--- src/outcfg_pkg.sv ---
// ****************************************************************
// register map, field layout and codes
// ****************************************************************
package outcfg_pkg;

  // register indices; byte address is four times the index
  localparam logic [7:0] IDX_CLK_DRIVE   = 8'h10;
  localparam logic [7:0] IDX_BUF_CFG     = 8'h11;
  localparam logic [7:0] IDX_TERM_CFG    = 8'h12;
  localparam logic [7:0] IDX_HOLD_CTL    = 8'h13;

  // writable bits per register; all others are fixed zero
  localparam logic [7:0] MASK_CLK_DRIVE  = 8'hc0;
  localparam logic [7:0] MASK_BUF_CFG    = 8'h3f;
  localparam logic [7:0] MASK_TERM_CFG   = 8'h3f;
  localparam logic [7:0] MASK_HOLD_CTL   = 8'h10;

  // reset value of every register
  localparam logic [7:0] REG_RESET       = 8'h00;

  // field positions (low bit)
  localparam int CLK_DRIVE_LSB  = 6;
  localparam int DATA_DRIVE_LSB = 0;
  localparam int CURRENT_LSB    = 2;
  localparam int DOUBLE_LSB     = 4;
  localparam int DATA_TERM_LSB  = 3;
  localparam int CLK_TERM_LSB   = 0;
  localparam int HOLD_BIT       = 4;

  // drive level codes
  typedef enum logic [1:0] {
    DRIVE_DEFAULT  = 2'b00,
    DRIVE_WEAKER   = 2'b01,
    DRIVE_MAXIMUM  = 2'b10,
    DRIVE_STRONGER = 2'b11
  } drive_e;

  // current doubling codes
  typedef enum logic [1:0] {
    DOUBLE_NONE    = 2'b00,
    DOUBLE_CLK     = 2'b01,
    DOUBLE_BOTH    = 2'b10,
    DOUBLE_UNUSED  = 2'b11
  } double_e;

  // termination code for no termination
  localparam logic [2:0] TERM_NONE = 3'h0;

  // offset loop: sample width and averaging shift
  localparam int SAMPLE_W  = 12;
  localparam int AVG_SHIFT = 8;
  localparam int EST_W     = SAMPLE_W + AVG_SHIFT + 1;

endpackage : outcfg_pkg

--- src/outcfg_regs.sv ---
`timescale 1ns/1ps
`default_nettype none
module outcfg_regs (
  input  wire logic                              CLK,
  input  wire logic                              RSTN,
  input  wire logic [9:0]                        ADDRESS,
  input  wire logic                              READ,
  input  wire logic                              WRITE,
  input  wire logic [31:0]                       WRITEDATA,
  output logic [31:0]                            READDATA,
  output logic                                   WAITREQUEST,
  output logic [1:0]                             CLK_DRIVE,
  output logic                                   CLK_DRIVE_MAX,
  output logic [1:0]                             DATA_DRIVE,
  output logic                                   DATA_DRIVE_MAX,
  output logic [1:0]                             OUT_CURRENT,
  output logic                                   CLK_CURRENT_X2,
  output logic                                   DATA_CURRENT_X2,
  output logic [2:0]                             DATA_TERM,
  output logic                                   DATA_TERM_EN,
  output logic [2:0]                             CLK_TERM,
  output logic                                   CLK_TERM_EN,
  output logic                                   OFFSET_HOLD,
  input  wire logic                              SAMPLE_VALID,
  input  wire logic signed [outcfg_pkg::SAMPLE_W-1:0] SAMPLE,
  output logic                                   CORR_VALID,
  output logic signed [outcfg_pkg::SAMPLE_W-1:0] CORR_SAMPLE,
  output logic signed [outcfg_pkg::SAMPLE_W-1:0] OFFSET_EST
);

  // ****************************************************************
  // bus slave
  // ****************************************************************

  logic [7:0] clk_drive_q;
  logic [7:0] buf_cfg_q;
  logic [7:0] term_cfg_q;
  logic [7:0] hold_ctl_q;
  logic [7:0] index;
  logic       req;
  logic       done;
  logic [7:0] rd_d;

  assign index = ADDRESS[9:2];
  assign req   = READ || WRITE;
  // the access completes on the edge where waitrequest is seen low
  assign done  = req && !WAITREQUEST;

  // one wait state: answer is prepared the cycle after the request appears
  always_ff @(posedge CLK or negedge RSTN) begin
    if (!RSTN) begin
      WAITREQUEST <= 1'b1;
    end else if (done) begin
      WAITREQUEST <= 1'b1;
    end else if (req) begin
      WAITREQUEST <= 1'b0;
    end
  end

  // read mux; unmapped indices read zero
  always_comb begin
    unique case (index)
      outcfg_pkg::IDX_CLK_DRIVE: rd_d = clk_drive_q;
      outcfg_pkg::IDX_BUF_CFG:   rd_d = buf_cfg_q;
      outcfg_pkg::IDX_TERM_CFG:  rd_d = term_cfg_q;
      outcfg_pkg::IDX_HOLD_CTL:  rd_d = hold_ctl_q;
      default:                   rd_d = 8'h00;
    endcase
  end

  // read data held from the wait-state edge through completion
  always_ff @(posedge CLK or negedge RSTN) begin
    if (!RSTN) begin
      READDATA <= 32'h0000_0000;
    end else if (READ && WAITREQUEST) begin
      READDATA <= {24'h00_0000, rd_d};
    end
  end

  // ****************************************************************
  // configuration registers
  // ****************************************************************

  // whole byte written at once, fixed-zero bits masked off
  always_ff @(posedge CLK or negedge RSTN) begin
    if (!RSTN) begin
      clk_drive_q <= outcfg_pkg::REG_RESET;
      buf_cfg_q   <= outcfg_pkg::REG_RESET;
      term_cfg_q  <= outcfg_pkg::REG_RESET;
      hold_ctl_q  <= outcfg_pkg::REG_RESET;
    end else if (done && WRITE) begin
      if (index == outcfg_pkg::IDX_CLK_DRIVE) begin
        clk_drive_q <= WRITEDATA[7:0] & outcfg_pkg::MASK_CLK_DRIVE;
      end
      if (index == outcfg_pkg::IDX_BUF_CFG) begin
        buf_cfg_q <= WRITEDATA[7:0] & outcfg_pkg::MASK_BUF_CFG;
      end
      if (index == outcfg_pkg::IDX_TERM_CFG) begin
        term_cfg_q <= WRITEDATA[7:0] & outcfg_pkg::MASK_TERM_CFG;
      end
      if (index == outcfg_pkg::IDX_HOLD_CTL) begin
        hold_ctl_q <= WRITEDATA[7:0] & outcfg_pkg::MASK_HOLD_CTL;
      end
    end
  end

  // ****************************************************************
  // analogue control decode
  // ****************************************************************

  logic [1:0] clk_code;
  logic [1:0] data_code;
  logic [1:0] dbl_code;
  logic [2:0] dterm;
  logic [2:0] cterm;

  assign clk_code  = clk_drive_q[outcfg_pkg::CLK_DRIVE_LSB +: 2];
  assign data_code = buf_cfg_q[outcfg_pkg::DATA_DRIVE_LSB +: 2];
  assign dbl_code  = buf_cfg_q[outcfg_pkg::DOUBLE_LSB +: 2];
  assign dterm     = term_cfg_q[outcfg_pkg::DATA_TERM_LSB +: 3];
  assign cterm     = term_cfg_q[outcfg_pkg::CLK_TERM_LSB +: 3];

  // drive levels, registered so the buffers see clean levels
  always_ff @(posedge CLK or negedge RSTN) begin
    if (!RSTN) begin
      CLK_DRIVE      <= outcfg_pkg::DRIVE_DEFAULT;
      CLK_DRIVE_MAX  <= 1'b0;
      DATA_DRIVE     <= outcfg_pkg::DRIVE_DEFAULT;
      DATA_DRIVE_MAX <= 1'b0;
    end else begin
      CLK_DRIVE      <= clk_code;
      CLK_DRIVE_MAX  <= (clk_code == outcfg_pkg::DRIVE_MAXIMUM);
      DATA_DRIVE     <= data_code;
      DATA_DRIVE_MAX <= (data_code == outcfg_pkg::DRIVE_MAXIMUM);
    end
  end

  // output current and doubling; the unused code doubles nothing
  always_ff @(posedge CLK or negedge RSTN) begin
    if (!RSTN) begin
      OUT_CURRENT     <= 2'b00;
      CLK_CURRENT_X2  <= 1'b0;
      DATA_CURRENT_X2 <= 1'b0;
    end else begin
      OUT_CURRENT     <= buf_cfg_q[outcfg_pkg::CURRENT_LSB +: 2];
      CLK_CURRENT_X2  <= (dbl_code == outcfg_pkg::DOUBLE_CLK)
                      || (dbl_code == outcfg_pkg::DOUBLE_BOTH);
      DATA_CURRENT_X2 <= (dbl_code == outcfg_pkg::DOUBLE_BOTH);
    end
  end

  // termination codes plus an enable that is low for the none code
  always_ff @(posedge CLK or negedge RSTN) begin
    if (!RSTN) begin
      DATA_TERM    <= outcfg_pkg::TERM_NONE;
      DATA_TERM_EN <= 1'b0;
      CLK_TERM     <= outcfg_pkg::TERM_NONE;
      CLK_TERM_EN  <= 1'b0;
      OFFSET_HOLD  <= 1'b0;
    end else begin
      DATA_TERM    <= dterm;
      DATA_TERM_EN <= (dterm != outcfg_pkg::TERM_NONE);
      CLK_TERM     <= cterm;
      CLK_TERM_EN  <= (cterm != outcfg_pkg::TERM_NONE);
      OFFSET_HOLD  <= hold_ctl_q[outcfg_pkg::HOLD_BIT];
    end
  end

  // ****************************************************************
  // offset correction
  // ****************************************************************

  // hold taken straight from the register, a cycle ahead of OFFSET_HOLD
  offset_loop u_loop (
    .clk        (CLK),
    .rst_n      (RSTN),
    .hold       (hold_ctl_q[outcfg_pkg::HOLD_BIT]),
    .in_valid   (SAMPLE_VALID),
    .in_sample  (SAMPLE),
    .out_valid  (CORR_VALID),
    .out_sample (CORR_SAMPLE),
    .offset_est (OFFSET_EST)
  );

  // ****************************************************************
  // checks
  // ****************************************************************

  logic wr_clk_drv;
  logic wr_buf;
  logic wr_term;
  assign wr_clk_drv = done && WRITE && (index == outcfg_pkg::IDX_CLK_DRIVE);
  assign wr_buf     = done && WRITE && (index == outcfg_pkg::IDX_BUF_CFG);
  assign wr_term    = done && WRITE && (index == outcfg_pkg::IDX_TERM_CFG);

  property p_clk_max;
    @(posedge CLK) disable iff (!RSTN)
      wr_clk_drv |=> ##1 (CLK_DRIVE_MAX == ($past(WRITEDATA[7:6], 2) == 2'b10));
  endproperty
  a_clk_max: assert property (p_clk_max)
    else $error("clock maximum drive does not follow code");

  property p_data_drive;
    @(posedge CLK) disable iff (!RSTN)
      wr_buf |=> ##1 (DATA_DRIVE == $past(WRITEDATA[1:0], 2));
  endproperty
  a_data_drive: assert property (p_data_drive)
    else $error("data drive does not follow write");

  property p_current;
    @(posedge CLK) disable iff (!RSTN)
      wr_buf |=> ##1 (OUT_CURRENT == $past(WRITEDATA[3:2], 2));
  endproperty
  a_current: assert property (p_current)
    else $error("output current does not follow write");

  property p_double_clk;
    @(posedge CLK) disable iff (!RSTN)
      (wr_buf && WRITEDATA[5:4] == 2'b01) |=> ##1 (CLK_CURRENT_X2 && !DATA_CURRENT_X2);
  endproperty
  a_double_clk: assert property (p_double_clk)
    else $error("clock-only doubling wrong");

  property p_double_both;
    @(posedge CLK) disable iff (!RSTN)
      (wr_buf && WRITEDATA[5:4] == 2'b10) |=> ##1 (CLK_CURRENT_X2 && DATA_CURRENT_X2);
  endproperty
  a_double_both: assert property (p_double_both)
    else $error("both doubling wrong");

  property p_data_term;
    @(posedge CLK) disable iff (!RSTN)
      wr_term |=> ##1 (DATA_TERM == $past(WRITEDATA[5:3], 2))
               && (DATA_TERM_EN == ($past(WRITEDATA[5:3], 2) != 3'h0));
  endproperty
  a_data_term: assert property (p_data_term)
    else $error("data termination does not follow write");

  property p_clk_term;
    @(posedge CLK) disable iff (!RSTN)
      wr_term |=> ##1 (CLK_TERM == $past(WRITEDATA[2:0], 2))
               && (CLK_TERM_EN == ($past(WRITEDATA[2:0], 2) != 3'h0));
  endproperty
  a_clk_term: assert property (p_clk_term)
    else $error("clock termination does not follow write");

  property p_zero_bits;
    @(posedge CLK) disable iff (!RSTN)
      (READ && !WAITREQUEST && index == outcfg_pkg::IDX_HOLD_CTL)
        |-> (READDATA[31:5] == 27'h0 && READDATA[3:0] == 4'h0);
  endproperty
  a_zero_bits: assert property (p_zero_bits)
    else $error("fixed-zero bits read nonzero");

  property p_one_wait;
    @(posedge CLK) disable iff (!RSTN)
      (RSTN && req && WAITREQUEST) |=> !WAITREQUEST ##1 WAITREQUEST;
  endproperty
  a_one_wait: assert property (p_one_wait)
    else $error("access did not finish after one wait state");

endmodule : outcfg_regs
`default_nettype wire

--- src/offset_loop.sv ---
`timescale 1ns/1ps
`default_nettype none
// ****************************************************************
// running offset estimate and cancellation
// ****************************************************************
module offset_loop (
  input  wire logic                              clk,
  input  wire logic                              rst_n,
  input  wire logic                              hold,
  input  wire logic                              in_valid,
  input  wire logic signed [outcfg_pkg::SAMPLE_W-1:0] in_sample,
  output logic                                   out_valid,
  output logic signed [outcfg_pkg::SAMPLE_W-1:0] out_sample,
  output logic signed [outcfg_pkg::SAMPLE_W-1:0] offset_est
);

  localparam int SW = outcfg_pkg::SAMPLE_W;
  localparam int EW = outcfg_pkg::EST_W;
  localparam int SH = outcfg_pkg::AVG_SHIFT;

  logic signed [EW-1:0] est_q;
  logic signed [EW-1:0] est_d;
  logic signed [SW:0]   diff;
  logic signed [SW-1:0] ofs;

  // first-order average: est tracks mean scaled by 2^SH
  assign ofs   = est_q[SH+SW-1:SH];
  assign est_d = est_q + EW'(in_sample) - (est_q >>> SH);
  assign diff  = (SW+1)'(in_sample) - (SW+1)'(ofs);

  // estimate frozen while hold is set; cancelling goes on either way
  always_ff @(posedge clk or negedge rst_n) begin
    if (!rst_n) begin
      est_q <= '0;
    end else if (in_valid && !hold) begin
      est_q <= est_d;
    end
  end

  // clip the corrected sample so a large offset cannot wrap the code
  always_ff @(posedge clk or negedge rst_n) begin
    if (!rst_n) begin
      out_valid  <= 1'b0;
      out_sample <= '0;
      offset_est <= '0;
    end else begin
      out_valid  <= in_valid;
      offset_est <= ofs;
      if (diff[SW] != diff[SW-1]) begin
        out_sample <= diff[SW] ? {1'b1, {(SW-1){1'b0}}} : {1'b0, {(SW-1){1'b1}}};
      end else begin
        out_sample <= diff[SW-1:0];
      end
    end
  end

  // frozen estimate does not move
  property p_hold_freezes;
    @(posedge clk) disable iff (!rst_n)
      hold |=> (est_q == $past(est_q));
  endproperty
  a_hold_freezes: assert property (p_hold_freezes)
    else $error("offset estimate moved while held");

  // active loop follows its update equation
  property p_loop_updates;
    @(posedge clk) disable iff (!rst_n)
      (rst_n && in_valid && !hold) |=> (est_q == $past(est_d));
  endproperty
  a_loop_updates: assert property (p_loop_updates)
    else $error("offset estimate not updated while active");

endmodule : offset_loop
`default_nettype wire

--- config.mk ---
export PLATFORM = sky130hd
export DESIGN_NAME = outcfg_regs
export DESIGN_NICKNAME = d
export VERILOG_FILES = /design/src/outcfg_pkg.sv /design/src/outcfg_regs.sv /design/src/offset_loop.sv
export SDC_FILE = /design/constraint.sdc
export NUM_CORES = 1
export LEC_CHECK = 0
export BUFFER_PORTS_ARGS = -buffer_cell sky130_fd_sc_hd__buf_2
export CORE_MARGIN = 5
export CORE_UTILIZATION = 40
export CTS_BUF_LIST = sky130_fd_sc_hd__clkbuf_2
export DETAILED_ROUTE_END_ITERATION = 6
export PLACE_DENSITY = 0.69
export SLEW_MARGIN = 20
export SYNTH_ARGS = -nofsm -noshare
export SYNTH_HDL_FRONTEND = slang
export SYNTH_SLANG_ARGS = --single-unit
--- constraint.sdc ---
create_clock -name CLK -period 3.3 [get_ports CLK]
set_input_delay 0.165 -clock CLK [delete_from_list [all_inputs] [get_ports CLK]]
set_output_delay 0.165 -clock CLK [all_outputs]
set_load 0.01 [all_outputs]
==> metrics <==
total CTS buffers 9; Final Skew 0.0277 ns; I/O pins 136; Reg2Reg Depth 10; antenna violations before repair 1; Least-Margin Pin Slew 0.908 ns; post-DP HPWL 9610 um; Peak VDD IR 1.06 mV; hold path cells 4; first-pass GRT wire length 21100 um; Post-Synth Simple-Gate Area 12.3%; Crit path depth 10; Clock Sinks 89; Via density 4.95; fin crit share 93.7%; CP startpoint kind flip-flop; largest family of logic cells by synthesized area adder cells; CP max stage cell dfrtp_1; Total Wirelength 12400 um; Routed Antenna Nets 0; Post-layout nets 778; CTS max path bufs 2; initial DRC count 248; outcome complete, no violations; Hold WC Path Type primary input to flip-flop; Hold Vio Cnt, Final 0; worst-path fanout max 9; Total GRT Usage 16.2%; async set or reset register ratio after synthesis 100%; CTS root buffer clkbuf_2; post-route cell area 0.00632 sq mm; vias 4179; Cell Rows 42; die width 126 um; time the worst path needs with I/O delays and setup 3.09 ns; GP Congestion 0.880; core area 0.0132 sq mm; Ys Warns 0; top cells by count, synth dfrtp_1, inv_1, nand2_1; crit end category flip-flop; die footprint 0.0160 sq mm; Register Area 0.00223 sq mm; CP bufs+invs 1; PortBufs 85; mapped cell area 0.00541 sq mm; DRC violations left 0; post-synth top area share 40.7%; largest net degree at the start of global routing 67; most frequent cell after synthesis dfrtp_1; number of flops mapped to enable cells by yosys 0; RSZ-0062 raised after global routing false; leakage 3.30 nW; largest area contributor in the synthesized netlist dfrtp_1; top cells by area, synth dfrtp_1, ha_1, fa_1; Data arrival, critical path 3.60 ns; Compound-Gate Fraction of Synth Area 13.7%; initial cell density of the core 40.9%; Post-Synth Adder-Cell Area 16.0%; TNS Setup 0 ns; CTS tree done; fmax 323 MHz; Top Family by Delay on Critical Path adder cells; Post-CTS Setup Bufs 0; ys flop type dfrtp_1; mux cell area share after synthesis 3.10%; GRT overflow 0; drt pass-1 iters 4; #FFs+latches synth 89; fillers 1261; Die H 126 um; max cap viols 0; post-synthesis xor/xnor area fraction 3.88%; vias in the first global route 4314; highest cell delay on the worst timing path 0.64 ns; synthesized area per cell 9.86 sq um; synthesis-to-finish area growth 16.8%; Post-Syn Instances 549; final max-slew violation count 0; WP data required 3.81 ns; layout cells sized above 1 17.8%; final setup fails 0; WS Path Type flip-flop to flip-flop; clock slew at reported path FFs 0.29 ns; mean routed wirelength per cell 14.6 um; Skew-Pair Late Insertion Delay 0.58 ns; PD cells 1130 mW/mm^2; Worst slew margin 39.4%; area occupied by multi-input gates 0.00276 sq mm; Cell Chain, Critical Path fa_1, inv_1, ha_1, and4_1, and2_1, nand2_1, o31ai_4, mux2i_1, o311ai_1, xnor2_1; H-tree depth 3; placed cell area 0.00597 sq mm; post-synthesis sequential area ratio 41.2%; post-synth cell types 58; Power, Total 7.15 mW
-- path summary, 6_finish.rpt --
| kind | start | endpoint | slack [ns] |
|---|---|---|---|
| worst max register to register | u_loop.est_q[20]$_DFFE_PN0P_ | u_loop.est_q[20]$_DFFE_PN0P_ | 0.21 |
| max in group asynchronous | RSTN | OFFSET_HOLD$_DFF_PN0_ | 2.29 |
| worst min-delay path | ADDRESS[8] | READDATA[4]$_DFFE_PN0P_ | 0.04 |
| worst min register to register | buf_cfg_q[2]$_DFFE_PN0P_ | OUT_CURRENT[0]$_DFF_PN0_ | 0.43 |
| worst max-delay path | u_loop.est_q[20]$_DFFE_PN0P_ | u_loop.est_q[20]$_DFFE_PN0P_ | 0.21 |
| min in group asynchronous | RSTN | clk_drive_q[7]$_DFFE_PN0P_ | 0.17 |
-- cells by family after synthesis --
group	count (synthesis)
other	1
XOR/XNOR	24
buffers and inverters	114
AO/OA/AOI/OAI	120
adder cells (fa/ha/maj)	57
multiplexers	15
AND/OR/NAND/NOR	129
flip-flops	89
-- tightest hold or removal path, delay by kind of cell --
family          cells  cell delay (ns)
buf+inv             1             0.08
simple gates        2             0.26
compound gates      1             0.12
-- per-stage QoR --
| step | setup slack [ns] | cells | hold WS, ns | util, % |
|---|---|---|---|---|
| 2_1_floorplan | 0.557 | 572 | -0.131 | - |
| 3_3_place_gp | 0.223 | 805 | 0.309 | 45.1 |
| 3_5_place_dp | 0.179 | 805 | 0.319 | 45.1 |
| 4_1_cts | 0.145 | 844 | 0.0176 | 47.7 |
| 5_1_grt | 0.00668 | 845 | 0.00374 | 47.8 |
| 6_report | 0.207 | 845 | 0.0437 | 47.8 |
-- report_power, final --
group	switching (mW)	internal, mW	total [mW]
registers	0.231	1.44	1.67
clock network	0.442	0.124	0.566
logic	2.86	2.05	4.92
total	3.54	3.62	7.15
-- routing by layer --
metal | share of wire [%] | vias up | track usage [%] | wire length [um]
met2 | 47 | 143 | 26.6 | 5850
met4 | 1.0 | 0 | 3.41 | 128
met5 | 0 | - | 0 | 0
li1 | - | 2016 | - | -
met3 | 7.3 | 13 | 4.04 | 897
met1 | 44 | 2007 | 22.0 | 5500
-- placed cells by master, fill, tap and decap left out, types with 2 or more instances in the layout --
| master | synthesis | routed |
|---|---|---|
| ha_1 | 35 | 35 |
| o2111a_1 | 2 | 2 |
| inv_1 | 79 | 79 |
| o31ai_1 | 11 | 11 |
| xor2_1 | 11 | 11 |
| nand3b_1 | 4 | 4 |
| nand2b_1 | 9 | 9 |
| conb_1 | 1 | 24 |
| nand2_1 | 44 | 44 |
| o21ai_0 | 24 | 24 |
| buf_2 | 2 | 84 |
| o211a_1 | 2 | 2 |
| buf_4 | 25 | 7 |
| nor2_1 | 22 | 22 |
| nand4_1 | 2 | 2 |
| fa_1 | 21 | 21 |
| a21o_1 | 6 | 6 |
| nor2b_1 | 10 | 10 |
| nor4b_1 | 2 | 2 |
| a22oi_1 | 7 | 7 |
| nor3b_1 | 2 | 2 |
| inv_6 | 0 | 2 |
| a21oi_1 | 28 | 28 |
| inv_8 | 0 | 3 |
| mux2_1 | 14 | 14 |
| nand3_1 | 8 | 8 |
| and4_1 | 2 | 2 |
| dlygate4sd3_1 | 0 | 23 |
| dfrtp_1 | 88 | 87 |
| nor3_1 | 6 | 6 |
| a211oi_1 | 4 | 4 |
| and3_1 | 4 | 4 |
| clkbuf_2 | 0 | 9 |
| and2_1 | 2 | 2 |
| xnor2_1 | 13 | 13 |
| o211ai_1 | 2 | 2 |
| or3_1 | 4 | 4 |
| o21ai_1 | 23 | 23 |
-- area by class of cell --
type | instances | area share, %
multi-input cells | 369 | 43.6
flip-flops and latches | 89 | 35.3
repair buffers | 114 | 11.1
inverters | 80 | 4.75
well taps | 176 | 3.48
clock inverters | 7 | 1.07
clock buffers | 9 | 0.712
diodes | 1 | 0.0396
-- sequential cells by signal (all words and copies together), names as in the netlist, 2 cells and up --
name,flops
buf_cfg_q,6
u_loop.est_q,21
clk_drive_q,2
u_loop.offset_est,12
u_loop.out_sample,12
CLK_DRIVE,2
term_cfg_q,6
CLK_TERM,3
READDATA,8
DATA_TERM,3
DATA_DRIVE,2
OUT_CURRENT,2
-- what timing repair did --
item	4_1_cts	5_1_grt
endpoints found under the hold margin	86	0
setup endpoints to repair	0	1
resized for setup	0	2
hold buffers	23	0
(Power assumes the default switching activity.)
